`config.mk`:
```
export PLATFORM = sky130hd
export DESIGN_NAME = spp_port
export DESIGN_NICKNAME = d
export VERILOG_FILES = /design/src/logic/spp_port.v /design/src/logic/spp_sync.v
export VERILOG_INCLUDE_DIRS = /design/src /design/src/logic
export SDC_FILE = /design/constraint.sdc
export NUM_CORES = 1
export LEC_CHECK = 0
export ABC_AREA = 0
export ABC_CLOCK_PERIOD_IN_PS = 3450
export BUFFER_PORTS_ARGS = -buffer_cell sky130_fd_sc_hd__buf_2
export CAP_MARGIN = 5
export CELL_PAD_IN_SITES_DETAIL_PLACEMENT = 0
export CELL_PAD_IN_SITES_GLOBAL_PLACEMENT = 1
export CORE_MARGIN = 4
export CORE_UTILIZATION = 28
export CTS_CLUSTER_DIAMETER = 50
export DETAILED_ROUTE_END_ITERATION = 6
export GPL_TIMING_DRIVEN = 0
export PLACE_DENSITY_LB_ADDON = 0.1
export RECOVER_POWER = 50
export SLEW_MARGIN = 15
export SYNTH_ARGS = -nofsm -noshare
export SYNTH_HDL_FRONTEND = slang
export SYNTH_SLANG_ARGS = --single-unit
```
`constraint.sdc`:
```
create_clock -name sys_clk_in -period 3.45 [get_ports sys_clk_in]
set_clock_uncertainty 0.2 [all_clocks]
set_input_delay 0.1725 -clock sys_clk_in [delete_from_list [all_inputs] [get_ports sys_clk_in]]
set_output_delay 0.1725 -clock sys_clk_in [all_outputs]
set_load 0.03 [all_outputs]
```
`src/logic/spp_map.vh`:
```
// Purpose: constants of the serial programming port
// Assumes: included by every design file of the port
// Notes: bit positions refer to the 32-bit command and response word
`ifndef SPP_MAP_VH
`define SPP_MAP_VH

// entry opcode
`define SPP_OPC_W 10
`define SPP_OPC_VAL 10'h34b

// word and byte lengths
`define SPP_CMD_W 32
`define SPP_BYTE_W 8
`define SPP_CNT_W 6
`define SPP_CMD_BITS 6'h20
`define SPP_BYTE_BITS 6'h08

// page buffer
`define SPP_PAGE_BYTES 16
`define SPP_PAGE_IDX_W 4
`define SPP_PAGE_LAST 4'hf
`define SPP_PAGE_FIRST 4'h1

// command word fields
`define SPP_BIT_PAGE 31
`define SPP_BIT_DSPACE 29
`define SPP_BIT_CSPACE 28
`define SPP_BIT_READ 24
`define SPP_BIT_ERASE 22
`define SPP_ADDR_HI 17
`define SPP_ADDR_LO 8
`define SPP_ADDR_W 10
`define SPP_DATA_HI 7
`define SPP_DATA_LO 0
`define SPP_ECHO_LO 8

// serial timing, kept for reference of the sampling margin
`define SPP_INPUT_SETUP_NS 100
`define SPP_SYS_CLK_NS 25

// reset values
`define SPP_SO_IDLE 1'b1
`define SPP_RESP_RST 32'h00000000

`endif

```
`src/logic/spp_port.v`:
```
// Purpose: device side of the 4-wire serial programming port
// Assumes: prog_clk_in, load_in and shift_in_in come from the external programmer
// Notes: memory answers read data from mem_addr_out within one programming clock
//
// What this block does
// - programming mode needs opcode 0x34b shifted in during the system reset sequence.
// - opcode arrives msb first, one bit per rising programming clock edge.
// - last ten bits compared each edge; a match sets the program-mode flag.
// - no match by reset end means normal operation starts instead.
// - programming mode is left only by power loss or external reset.
// - previous response shifts out while a command shifts in; first is all zeros.
// - a write pulls serial-out low by second edge, high when done.
// - later page bytes are 8-bit frames, each latched into a buffer.
// - the 16th latched byte programs the whole code page, busy as byte write.
// - reads are single byte, latched into the response at second execute edge.
// - bit 28 selects code memory, bit 29 selects data memory space.
// - bit 24 is read when one, write when zero; other listed bits zero.
// - bit 22 requests a program memory erase.
// - bits 17 to 8 are the address, bits 7 to 0 the data.
// - response echoes previous command and its data, or the byte read.
//
// Design decisions made here: the plain strobed port and the address map.
`timescale 1ns/100ps
`include "spp_map.vh"

module spp_port #(
   parameter CMD_W = `SPP_CMD_W,
   parameter ADDR_W = `SPP_ADDR_W,
   parameter PAGE_BYTES = `SPP_PAGE_BYTES
)(
   input wire sys_clk_in,
   input wire nrst_in,
   input wire sys_reset_busy_in,
   input wire prog_clk_in,
   input wire load_in,
   input wire shift_in_in,
   input wire [7:0] mem_rdata_in,
   input wire mem_done_in,
   output wire shift_out_out,
   output wire prog_mode_out,
   output wire normal_run_out,
   output wire mem_wr_out,
   output wire mem_page_out,
   output wire mem_erase_out,
   output wire mem_code_out,
   output wire mem_data_out,
   output wire [ADDR_W-1:0] mem_addr_out,
   output wire [7:0] mem_wdata_out,
   output wire [PAGE_BYTES*8-1:0] mem_page_data_out
);

   localparam ST_SHIFT = 2'd0;
   localparam ST_EXEC = 2'd1;
   localparam ST_BUSY = 2'd2;

   function cmd_is_read;
      input [CMD_W-1:0] cmd;
      begin
         cmd_is_read = cmd[`SPP_BIT_READ];
      end
   endfunction

   function cmd_is_page;
      input [CMD_W-1:0] cmd;
      begin
         cmd_is_page = cmd[`SPP_BIT_PAGE] & ~cmd[`SPP_BIT_READ];
      end
   endfunction

   wire [2:0] sync_w;
   wire pclk_w;
   wire load_w;
   wire sdi_w;
   wire pclk_rise_w;
   wire [`SPP_OPC_W-1:0] opc_next_w;
   wire [`SPP_CNT_W-1:0] frame_len_w;
   wire frame_full_w;
   wire busy_on_w;

   reg pclk_d1_q;
   reg [`SPP_OPC_W-1:0] opc_q;
   reg match_q;
   reg mode_q;
   reg run_q;
   reg [1:0] state_q;
   reg [`SPP_CNT_W-1:0] bit_cnt_q;
   reg exec_cnt_q;
   reg [CMD_W-1:0] cmd_sh_q;
   reg [CMD_W-1:0] cmd_q;
   reg [CMD_W-1:0] resp_q;
   reg so_q;
   reg page_act_q;
   reg [`SPP_PAGE_IDX_W-1:0] page_idx_q;
   reg [PAGE_BYTES*8-1:0] page_buf_q;
   reg mem_wr_q;
   reg mem_page_q;
   reg mem_erase_q;
   reg mem_code_q;
   reg mem_data_q;
   reg [ADDR_W-1:0] mem_addr_q;
   reg [7:0] mem_wdata_q;

   spp_sync #(
      .W(3)
   ) u_sync (
      .sys_clk_in(sys_clk_in),
      .nrst_in(nrst_in),
      .async_in({prog_clk_in, load_in, shift_in_in}),
      .sync_out(sync_w)
   );

   assign pclk_w = sync_w[2];
   assign load_w = sync_w[1];
   assign sdi_w = sync_w[0];
   assign pclk_rise_w = pclk_w & ~pclk_d1_q;
   assign opc_next_w = {opc_q[`SPP_OPC_W-2:0], sdi_w};
   assign frame_len_w = page_act_q ? `SPP_BYTE_BITS : `SPP_CMD_BITS;
   assign frame_full_w = (bit_cnt_q == frame_len_w);
   // busy is raised at the first execute edge, before the second
   assign busy_on_w = page_act_q ? (page_idx_q == `SPP_PAGE_LAST)
                      : (~cmd_is_read(cmd_sh_q) & ~cmd_is_page(cmd_sh_q));

   always @(posedge sys_clk_in or negedge nrst_in)
   begin
      if (!nrst_in)
      begin
         pclk_d1_q <= 1'b0;
      end
      else
      begin
         pclk_d1_q <= pclk_w;
      end
   end

   // entry opcode capture during the reset sequence
   always @(posedge sys_clk_in or negedge nrst_in)
   begin
      if (!nrst_in)
      begin
         opc_q <= {`SPP_OPC_W{1'b0}};
         match_q <= 1'b0;
         mode_q <= 1'b0;
         run_q <= 1'b0;
      end
      else if (!mode_q && !run_q)
      begin
         if (sys_reset_busy_in)
         begin
            if (pclk_rise_w)
            begin
               opc_q <= opc_next_w;
               if (opc_next_w == `SPP_OPC_VAL)
               begin
                  match_q <= 1'b1;
               end
            end
         end
         else if (match_q)
         begin
            mode_q <= 1'b1;
         end
         else
         begin
            run_q <= 1'b1;
         end
      end
   end

   // command protocol; mode_q only falls with nrst_in
   always @(posedge sys_clk_in or negedge nrst_in)
   begin
      if (!nrst_in)
      begin
         state_q <= ST_SHIFT;
         bit_cnt_q <= {`SPP_CNT_W{1'b0}};
         exec_cnt_q <= 1'b0;
         cmd_sh_q <= {CMD_W{1'b0}};
         cmd_q <= {CMD_W{1'b0}};
         resp_q <= `SPP_RESP_RST;
         so_q <= `SPP_SO_IDLE;
         page_act_q <= 1'b0;
         page_idx_q <= {`SPP_PAGE_IDX_W{1'b0}};
         page_buf_q <= {PAGE_BYTES*8{1'b0}};
         mem_wr_q <= 1'b0;
         mem_page_q <= 1'b0;
         mem_erase_q <= 1'b0;
         mem_code_q <= 1'b0;
         mem_data_q <= 1'b0;
         mem_addr_q <= {ADDR_W{1'b0}};
         mem_wdata_q <= 8'h00;
      end
      else
      begin
         mem_wr_q <= 1'b0;
         if (mode_q)
         begin
            case (state_q)
               ST_SHIFT:
               begin
                  if (pclk_rise_w && load_w && !frame_full_w)
                  begin
                     cmd_sh_q <= {cmd_sh_q[CMD_W-2:0], sdi_w};
                     if (!page_act_q)
                     begin
                        so_q <= resp_q[CMD_W-1];
                        resp_q <= {resp_q[CMD_W-2:0], 1'b0};
                     end
                     bit_cnt_q <= bit_cnt_q + 1'b1;
                  end
                  else if (!load_w && frame_full_w)
                  begin
                     state_q <= ST_EXEC;
                     exec_cnt_q <= 1'b0;
                  end
               end
               ST_EXEC:
               begin
                  if (pclk_rise_w && !load_w && !exec_cnt_q)
                  begin
                     exec_cnt_q <= 1'b1;
                     if (!page_act_q)
                     begin
                        cmd_q <= cmd_sh_q;
                        mem_addr_q <= cmd_sh_q[`SPP_ADDR_HI:`SPP_ADDR_LO];
                        mem_code_q <= cmd_sh_q[`SPP_BIT_CSPACE];
                        mem_data_q <= cmd_sh_q[`SPP_BIT_DSPACE];
                     end
                     if (busy_on_w)
                     begin
                        so_q <= 1'b0;
                     end
                  end
                  else if (pclk_rise_w && !load_w && exec_cnt_q)
                  begin
                     bit_cnt_q <= {`SPP_CNT_W{1'b0}};
                     state_q <= ST_SHIFT;
                     if (page_act_q)
                     begin
                        page_buf_q[page_idx_q*8 +: 8] <= cmd_sh_q[`SPP_DATA_HI:`SPP_DATA_LO];
                        if (page_idx_q == `SPP_PAGE_LAST)
                        begin
                           mem_wr_q <= 1'b1;
                           mem_page_q <= 1'b1;
                           mem_erase_q <= 1'b0;
                           page_act_q <= 1'b0;
                           state_q <= ST_BUSY;
                        end
                        else
                        begin
                           page_idx_q <= page_idx_q + 1'b1;
                        end
                     end
                     else if (cmd_is_read(cmd_q))
                     begin
                        resp_q <= {cmd_q[CMD_W-1:`SPP_ECHO_LO], mem_rdata_in};
                     end
                     else if (cmd_is_page(cmd_q))
                     begin
                        page_buf_q[7:0] <= cmd_q[`SPP_DATA_HI:`SPP_DATA_LO];
                        page_idx_q <= `SPP_PAGE_FIRST;
                        page_act_q <= 1'b1;
                        resp_q <= cmd_q;
                     end
                     else
                     begin
                        mem_wdata_q <= cmd_q[`SPP_DATA_HI:`SPP_DATA_LO];
                        mem_erase_q <= cmd_q[`SPP_BIT_ERASE];
                        mem_page_q <= 1'b0;
                        mem_wr_q <= 1'b1;
                        resp_q <= cmd_q;
                        state_q <= ST_BUSY;
                     end
                  end
               end
               ST_BUSY:
               begin
                  // pin edges are dropped here
                  if (mem_done_in)
                  begin
                     so_q <= 1'b1;
                     bit_cnt_q <= {`SPP_CNT_W{1'b0}};
                     state_q <= ST_SHIFT;
                  end
               end
               default:
               begin
                  state_q <= ST_SHIFT;
               end
            endcase
         end
      end
   end

   assign shift_out_out = so_q;
   assign prog_mode_out = mode_q;
   assign normal_run_out = run_q;
   assign mem_wr_out = mem_wr_q;
   assign mem_page_out = mem_page_q;
   assign mem_erase_out = mem_erase_q;
   assign mem_code_out = mem_code_q;
   assign mem_data_out = mem_data_q;
   assign mem_addr_out = mem_addr_q;
   assign mem_wdata_out = mem_wdata_q;
   assign mem_page_data_out = page_buf_q;

endmodule

```
`src/logic/spp_sync.v`:
```
// Purpose: two-stage synchroniser for the programming pins
// Assumes: inputs come from outside the sys_clk_in domain
// Notes: first stage feeds only the second stage
`timescale 1ns/100ps
`include "spp_map.vh"

module spp_sync #(
   parameter W = 3
)(
   input wire sys_clk_in,
   input wire nrst_in,
   input wire [W-1:0] async_in,
   output wire [W-1:0] sync_out
);

   reg [W-1:0] meta_q;
   reg [W-1:0] sync_q;

   genvar i;
   generate
      for (i = 0; i < W; i = i + 1)
      begin : g_bit
         always @(posedge sys_clk_in or negedge nrst_in)
         begin
            if (!nrst_in)
            begin
               meta_q[i] <= 1'b0;
               sync_q[i] <= 1'b0;
            end
            else
            begin
               meta_q[i] <= async_in[i];
               sync_q[i] <= meta_q[i];
            end
         end
      end
   endgenerate

   assign sync_out = sync_q;

endmodule

```
After elaboration in Yosys (flattened, before gate mapping)
Index checks and enable logic that the tools add are counted.
{ "totals": {"register_bits": 281, "in_bits": 15, "output_inout_bits": 154, "elab_cells": 161} }
{ "classes": {"addsub": 3, "n_eq_ne": 19, "shifts": 2, "mux": 62, "bitwise_logic": 13, "reduce_logical": 33} }
{ "ops": {"columns": ["op", "count"], "rows": [
  ["$mux W32", 5],
  ["$bwmux W128", 1],
  ["$shift A8 B34 Y128 const A", 1],
  ["$shiftx A8 B34 Y128", 1],
  ["$pmux W32 S2", 1],
  ["$reduce_and A7 Y1", 5],
  ["$neg A7 Y34", 1],
  ["$mux W6", 5],
  ["$mux W1", 29],
  ["$mux W25", 1],
  ["$mux W8", 3],
  ["$ne A2 B2 Y1 const B", 12],
  ["$mux W2", 9],
  ["$pmux W6 S3", 1],
  ["$reduce_and A6 Y1", 3],
  ["$mux W4", 4],
  ["$reduce_and A3 Y1", 4],
  ["$reduce_and A4 Y1", 3],
  ["$eq A10 B10 Y1 const B", 1],
  ["$reduce_and A5 Y1", 2],
  ["$not A1 Y1", 9],
  ["$logic_and A1 B1 Y1", 7],
  ["$add A6 B1 Y6 const B", 1],
  ["$eq A6 B6 Y1", 1],
  ["13 further kinds", 22]
]} }

Longest topological paths before layout
{ "depth": {"word_depth": 9, "depth_mapped": 10, "mapped_depth_nobuf": 7} }

By module
A second synthesis with hierarchy kept.
{ "unflattened": {"hier_cells": 961, "area_unflattened_um2": 11607.4} }
{ "modules_own_cells": {"columns": ["module", "instances", "cells_per_inst", "area_per_inst_um2", "seq_area_each_um2"], "rows": [
  ["spp_port", 1, 955, 11457.2, 6582.6],
  ["spp_sync", 1, 6, 150.1, 150.1]
]} }

Least setup slack after synthesis
OpenSTA, ideal clock, no wires.
{ "synth_timing": {"kind": "reg2reg", "from": "register page_idx_q[0]", "to": "register page_buf_q[10], in the netlist mem_page_data_out[10]", "setup_ps": 125, "arrival_time_ps": 2446, "t_required_ps": 3125, "slack_ps": 679, "stages_incl_launch_ff": 9, "n_path_buf": 3, "synth_period_minus_slack_ps": 2771, "cell_sequence": "dfrtp_1 > clkbuf_1 > inv_1 > ha_1 > clkbuf_1 > xnor2_1 > and4_1 > buf_2 > mux2_2"} }
{ "synth_between": {"elab_chain_len": 3, "elab_cells_between_ends": 4, "cone_classes": "add/sub: 1; shift: 2; mux: 1"} }
{ "synth_rtl": {"columns": ["item", "line_no", "rtl"], "rows": [
  ["from (decl)", "spp_port.v:93", "reg [`SPP_PAGE_IDX_W-1:0] page_idx_q;"],
  ["from (signal assigned)", "spp_port.v:182", "page_idx_q <= {`SPP_PAGE_IDX_W{1'b0}};"],
  ["from (signal assigned)", "spp_port.v:250", "page_idx_q <= page_idx_q + 1'b1;"],
  ["from (signal assigned)", "spp_port.v:260", "page_idx_q <= `SPP_PAGE_FIRST;"],
  ["$neg A7 Y34 (*)", "spp_port.v:239", "page_buf_q[page_idx_q*8 +: 8] <= cmd_sh_q[`SPP_DATA_HI:`SPP_DATA_LO];"],
  ["$shiftx A8 B34 Y128 or $shift A8 B34 Y128 (tied branches)", "spp_port.v:239", null],
  ["$bwmux W128 (*)", "spp_port.v:239", null],
  ["to (signal assigned)", "spp_port.v:183", "page_buf_q <= {PAGE_BYTES*8{1'b0}};"],
  ["to (signal, indexed assignment)", "spp_port.v:239", null],
  ["to (decl)", "spp_port.v:94", "reg [PAGE_BYTES*8-1:0] page_buf_q;"]
]} }
Every way passes the cells marked *; elsewhere a longest branch is shown, timed or not.
A chain may end at the register's enable or synchronous reset.

Worst setup path in the final report
{ "layout_timing": {"from": "register page_idx_q[0]", "to": "register page_buf_q[4], in the netlist mem_page_data_out[4]"} }
{ "layout_between": {"elab_chain_len": 4, "elab_cells_between_ends": 5, "cone_classes": "add/sub: 1; shift: 2; mux: 2"} }
{ "layout_rtl": {"columns": ["item", "line_no", "rtl"], "rows": [
  ["$neg A7 Y34 (*)", "spp_port.v:239", null],
  ["$shiftx A8 B34 Y128 or $shift A8 B34 Y128 (tied branches)", "spp_port.v:239", null],
  ["$bwmux W128 (*)", "spp_port.v:239", null],
  ["$mux W8 (*)", "spp_port.v:237", "if (page_act_q)"],
  ["to (signal assigned)", "spp_port.v:183", null],
  ["to (signal, indexed assignment)", "spp_port.v:239", null],
  ["to (signal assigned)", "spp_port.v:259", "page_buf_q[7:0] <= cmd_q[`SPP_DATA_HI:`SPP_DATA_LO];"]
]} }
Marked as above.

==> summary.txt <==
Logic synthesis
  – Post-Synth XOR/XNOR Area: 0.00150
  – Ys async rst share: 1.00
  – Post-Synth Simple-Gate Area: 0.112
  – Compound-Gate Fraction of Synth Area: 0.0512
  – Syn nets: 985
  – Mean post-synth cell area: 12.2 um2
  – Number of flops mapped to enable cells by yosys: 0
  – Main combinational cell family by area after synthesis: multiplexers
  – Synth area leaders: dfrtp_1, mux2_2, mux2i_1
  – Predominant post-synthesis flop cell: dfrtp_1
  – Post-Synth Adder-Cell Area: 0.0118
  – Distinct cell type count after synthesis: 56
  – Sequential area share after synthesis: 0.577
  – Synth area leader: dfrtp_1
  – Cells after synthesis: 959
  – Mapped cell area: 0.0117 mm2
  – Mux contribution to synthesized area: 0.216
  – Post-synth top area share: 0.575
  – Synth warnings: 0
  – Seq cells post-synth: 269

STA
  – Number of setup violations in the final report: 0
  – Fmax: 304 MHz
  – Setup_tns: 0 ps
  – Minimum clock period: 3290 ps
  – Relative slew slack: -0.649
  – Endpoints failing hold: 0
  – Worst hold slack: 83.2 ps
  – Tcrit/Tclk final: 0.954
  – Max-slew violation count: 188
  – Worst-margin pin slew: 2470 ps

Placed design
  – Number of port buffers: 168
  – RePlAce Congestion: 0.761
  – Dpl hpwl: 23700 um
  – DP Cell Count: 1662

Floorplanning
  – Die H: 212 um
  – Initial Util: 0.284
  – Full die area: 0.0450 mm2
  – Die Wd: 212 um
  – Placeable Area: 0.0410 mm2
  – I/O pins: 169
  – Cell Rows: 74

Power
  – Maximum VDD drop: 0.299 mV
  – Leak Pwr: 0.00717 uW
  – Power Dens Cells: 602 mW/mm2

GRT
  – GRT Overall Usage: 0.153
  – Antenna violations before repair: 1
  – GRT overflow: 0
  – Maximum number of pins on one net before global-route repair: 95
  – Global-route wire length before repair: 52400 um
  – Vias in the first global route: 8359

Critical path
  – Largest delay share family, worst path: buffers and inverters
  – CP startpoint kind: flip-flop
  – Ordered cell list for the critical path: clkbuf_2 > inv_1 > ha_1 > clkbuf_1 > nor4_1 > and4_1 > clkbuf_1 > o21ai_4 > mux2_2
  – CP peak stage delay: 480 ps
  – CP most frequent cell: clkbuf_1
  – CP Buf/Inv Count: 4
  – Crit path kind: flip-flop to flip-flop
  – Crit path capture type: flip-flop
  – CP Data Arrival Time: 3510 ps
  – CP max-delay cell: clkbuf_1
  – CP max FO: 10
  – Critical Path RT: 3670 ps

Clock tree
  – CTS Sinks: 269
  – Clk_lat worst skew: 540 ps
  – Clock-pin slew on the worst setup and hold paths: 60 ps
  – Clock buffer depth: 3
  – Root Buffer: clkbuf_16
  – H-Tree Level Count: 2
  – CTS tree: yes
  – CTS Buf Count: 41

Cells and area
  – Most common cell after layout, fill and taps aside: dfrtp_1
  – Nets: 1216
  – Most frequent cells in the layout: dfrtp_1, mux2_2, buf_2
  – Layout cell share with drive strength beyond 1: 0.330
  – Final std cells w/o fill: 1754
  – Area of the multi-input gates: 0.00460 mm2
  – Fill count: 4168
  – Synthesis-to-layout area growth: 26.1%
  – FF+latch area: 0.00673 mm2

Route
  – Vias per Instance: 4.61
  – Routed vias: 8079
  – Post-Route WL: 34100 um
  – First-pass DRT Iterations: 4
  – Routed wire length per instance: 19.5 um
  – Initial drt markers: 375
  – Routed Antenna Nets: 0
  – Drt drc: 0

Outcome
  – Failing checks: max-capacitance violations, max-slew violations
  – Status: complete, but fails checks

Flow run
  – Max_cap viols: 2

Hold path
  – Hold Crit Class: input port to flip-flop
==> power by group <==
part	internal, uW	total (uW)	leakage [uW]	switching [uW]
Combinational	360	1030	0.00280	668
Clock	2670	4220	0.000681	1550
Sequential	3350	3600	0.00369	246
Total	6390	8850	0.00717	2470
==> cells by family (layout without fill, tap and decap cells) <==
| group | after synthesis | after routing |
|---|---|---|
| XOR/XNOR | 2 | 2 |
| AO/OA/AOI/OAI | 99 | 99 |
| multiplexers | 228 | 228 |
| adder cells (fa/ha/maj) | 11 | 11 |
| other | 0 | 2 |
| AND/OR/NAND/NOR | 267 | 267 |
| buffers and inverters | 83 | 344 |
| flip-flops | 269 | 269 |
==> registers in the layout, indices dropped and copies added, names as in the netlist <==
register,flops
mem_page_data_out,128
cmd_q,32
cmd_sh_q,32
resp_q,32
opc_q,9
mem_wdata_out,8
bit_cnt_q,6
page_idx_q,4
u_sync.meta_q,3
u_sync.sync_out,3
state_q,2
exec_cnt_q,1
match_q,1
mem_erase_out,1
mem_page_out,1
mem_wr_out,1
normal_run_out,1
page_act_q,1
pclk_d1_q,1
prog_mode_out,1
shift_out_out,1
==> per-stage QoR <==
step | utilization | setup WS, ps | cell area (um2) | power (uW)
3_5_place_dp | 0.323 | -355 | 13300 | 4710
4_1_cts | 0.361 | 0.187 | 14800 | 9060
3_3_place_gp | 0.321 | -3580 | 13200 | 4690
6_report | 0.359 | 158 | 14700 | 8850
5_1_grt | 0.359 | -7.87 | 14700 | 9320
2_1_floorplan | - | 679 | 11700 | 4200
==> per-layer routing <==
metal	routed length, um	global-route usage
met1	16600	0.224
met2	15100	0.224
met3	1660	0.0331
met4	812	0.0494
met5	0	0
==> Yosys cell counts, types with 2 or more instances <==
| cell type | instances |
|---|---|
| a22o_1 | 8 |
| and2_1 | 13 |
| ha_1 | 11 |
| nor3_1 | 7 |
| nand2_2 | 2 |
| a21o_1 | 2 |
| inv_1 | 29 |
| and3_1 | 8 |
| buf_1 | 5 |
| nand4_1 | 8 |
| and4_1 | 4 |
| nand2b_1 | 3 |
| a21oi_1 | 5 |
| or4_1 | 3 |
| nand3b_1 | 3 |
| nand3_2 | 4 |
| mux2_2 | 188 |
| o2111ai_1 | 3 |
| o31ai_1 | 9 |
| or2_2 | 2 |
| nand3_1 | 17 |
| mux2i_1 | 40 |
| nor4bb_1 | 2 |
| nor2_1 | 77 |
| clkbuf_1 | 30 |
| nor3b_1 | 2 |
| dfrtp_1 | 268 |
| o21ai_0 | 62 |
| a221oi_1 | 2 |
| nand2_1 | 99 |
| buf_2 | 9 |
| buf_4 | 10 |
==> cell type report <==
type                       instances  share of cell area
antenna                            2            0.000340
buffer                            54              0.0173
clock buffer                      52              0.0781
clock inverter                    21              0.0164
inverter                          29             0.00740
multi-input combinational        607               0.313
sequential                       269               0.458
tap                              532              0.0452
timing repair buffer             188              0.0651
==> path summary, 6_finish.rpt <==
path,startpoint,endpoint,slack [ps],cells past startpoint
worst max-delay path,page_idx_q[0]$_DFFE_PN0P_,mem_page_data_out[4]$_DFFE_PN0P_,160,9
worst min-delay path,load_in,u_sync.meta_q[1]$_DFF_PN0_,80,2
worst max register to register,page_idx_q[0]$_DFFE_PN0P_,mem_page_data_out[4]$_DFFE_PN0P_,160,9
worst min register to register,u_sync.meta_q[2]$_DFF_PN0_,u_sync.sync_out[2]$_DFF_PN0_,170,0
max in group asynchronous,nrst_in,resp_q[24]$_DFFE_PN0P_,660,3
min in group asynchronous,nrst_in,u_sync.sync_out[1]$_DFF_PN0_,400,3
==> worst register-to-register path, cell delays in order, from the launching register on <==
cell and delay [ps]:
dfrtp_1 470, clkbuf_2 310, inv_1 110, ha_1 290, clkbuf_1 250, nor4_1 310, and4_1 230, clkbuf_1 480
o21ai_4 200, mux2_2 340
==> timing repair <==
| item | in CTS | in global routing |
|---|---|---|
| hold buffers | 15 | 0 |
| endpoints found under the hold margin | 265 | 0 |
| setup buffers | 2 | 0 |
| gates resized for setup | 3 | 6 |
| endpoints found under the setup margin | 73 | 51 |
No activity file was read; power rests on OpenSTA's default activity.
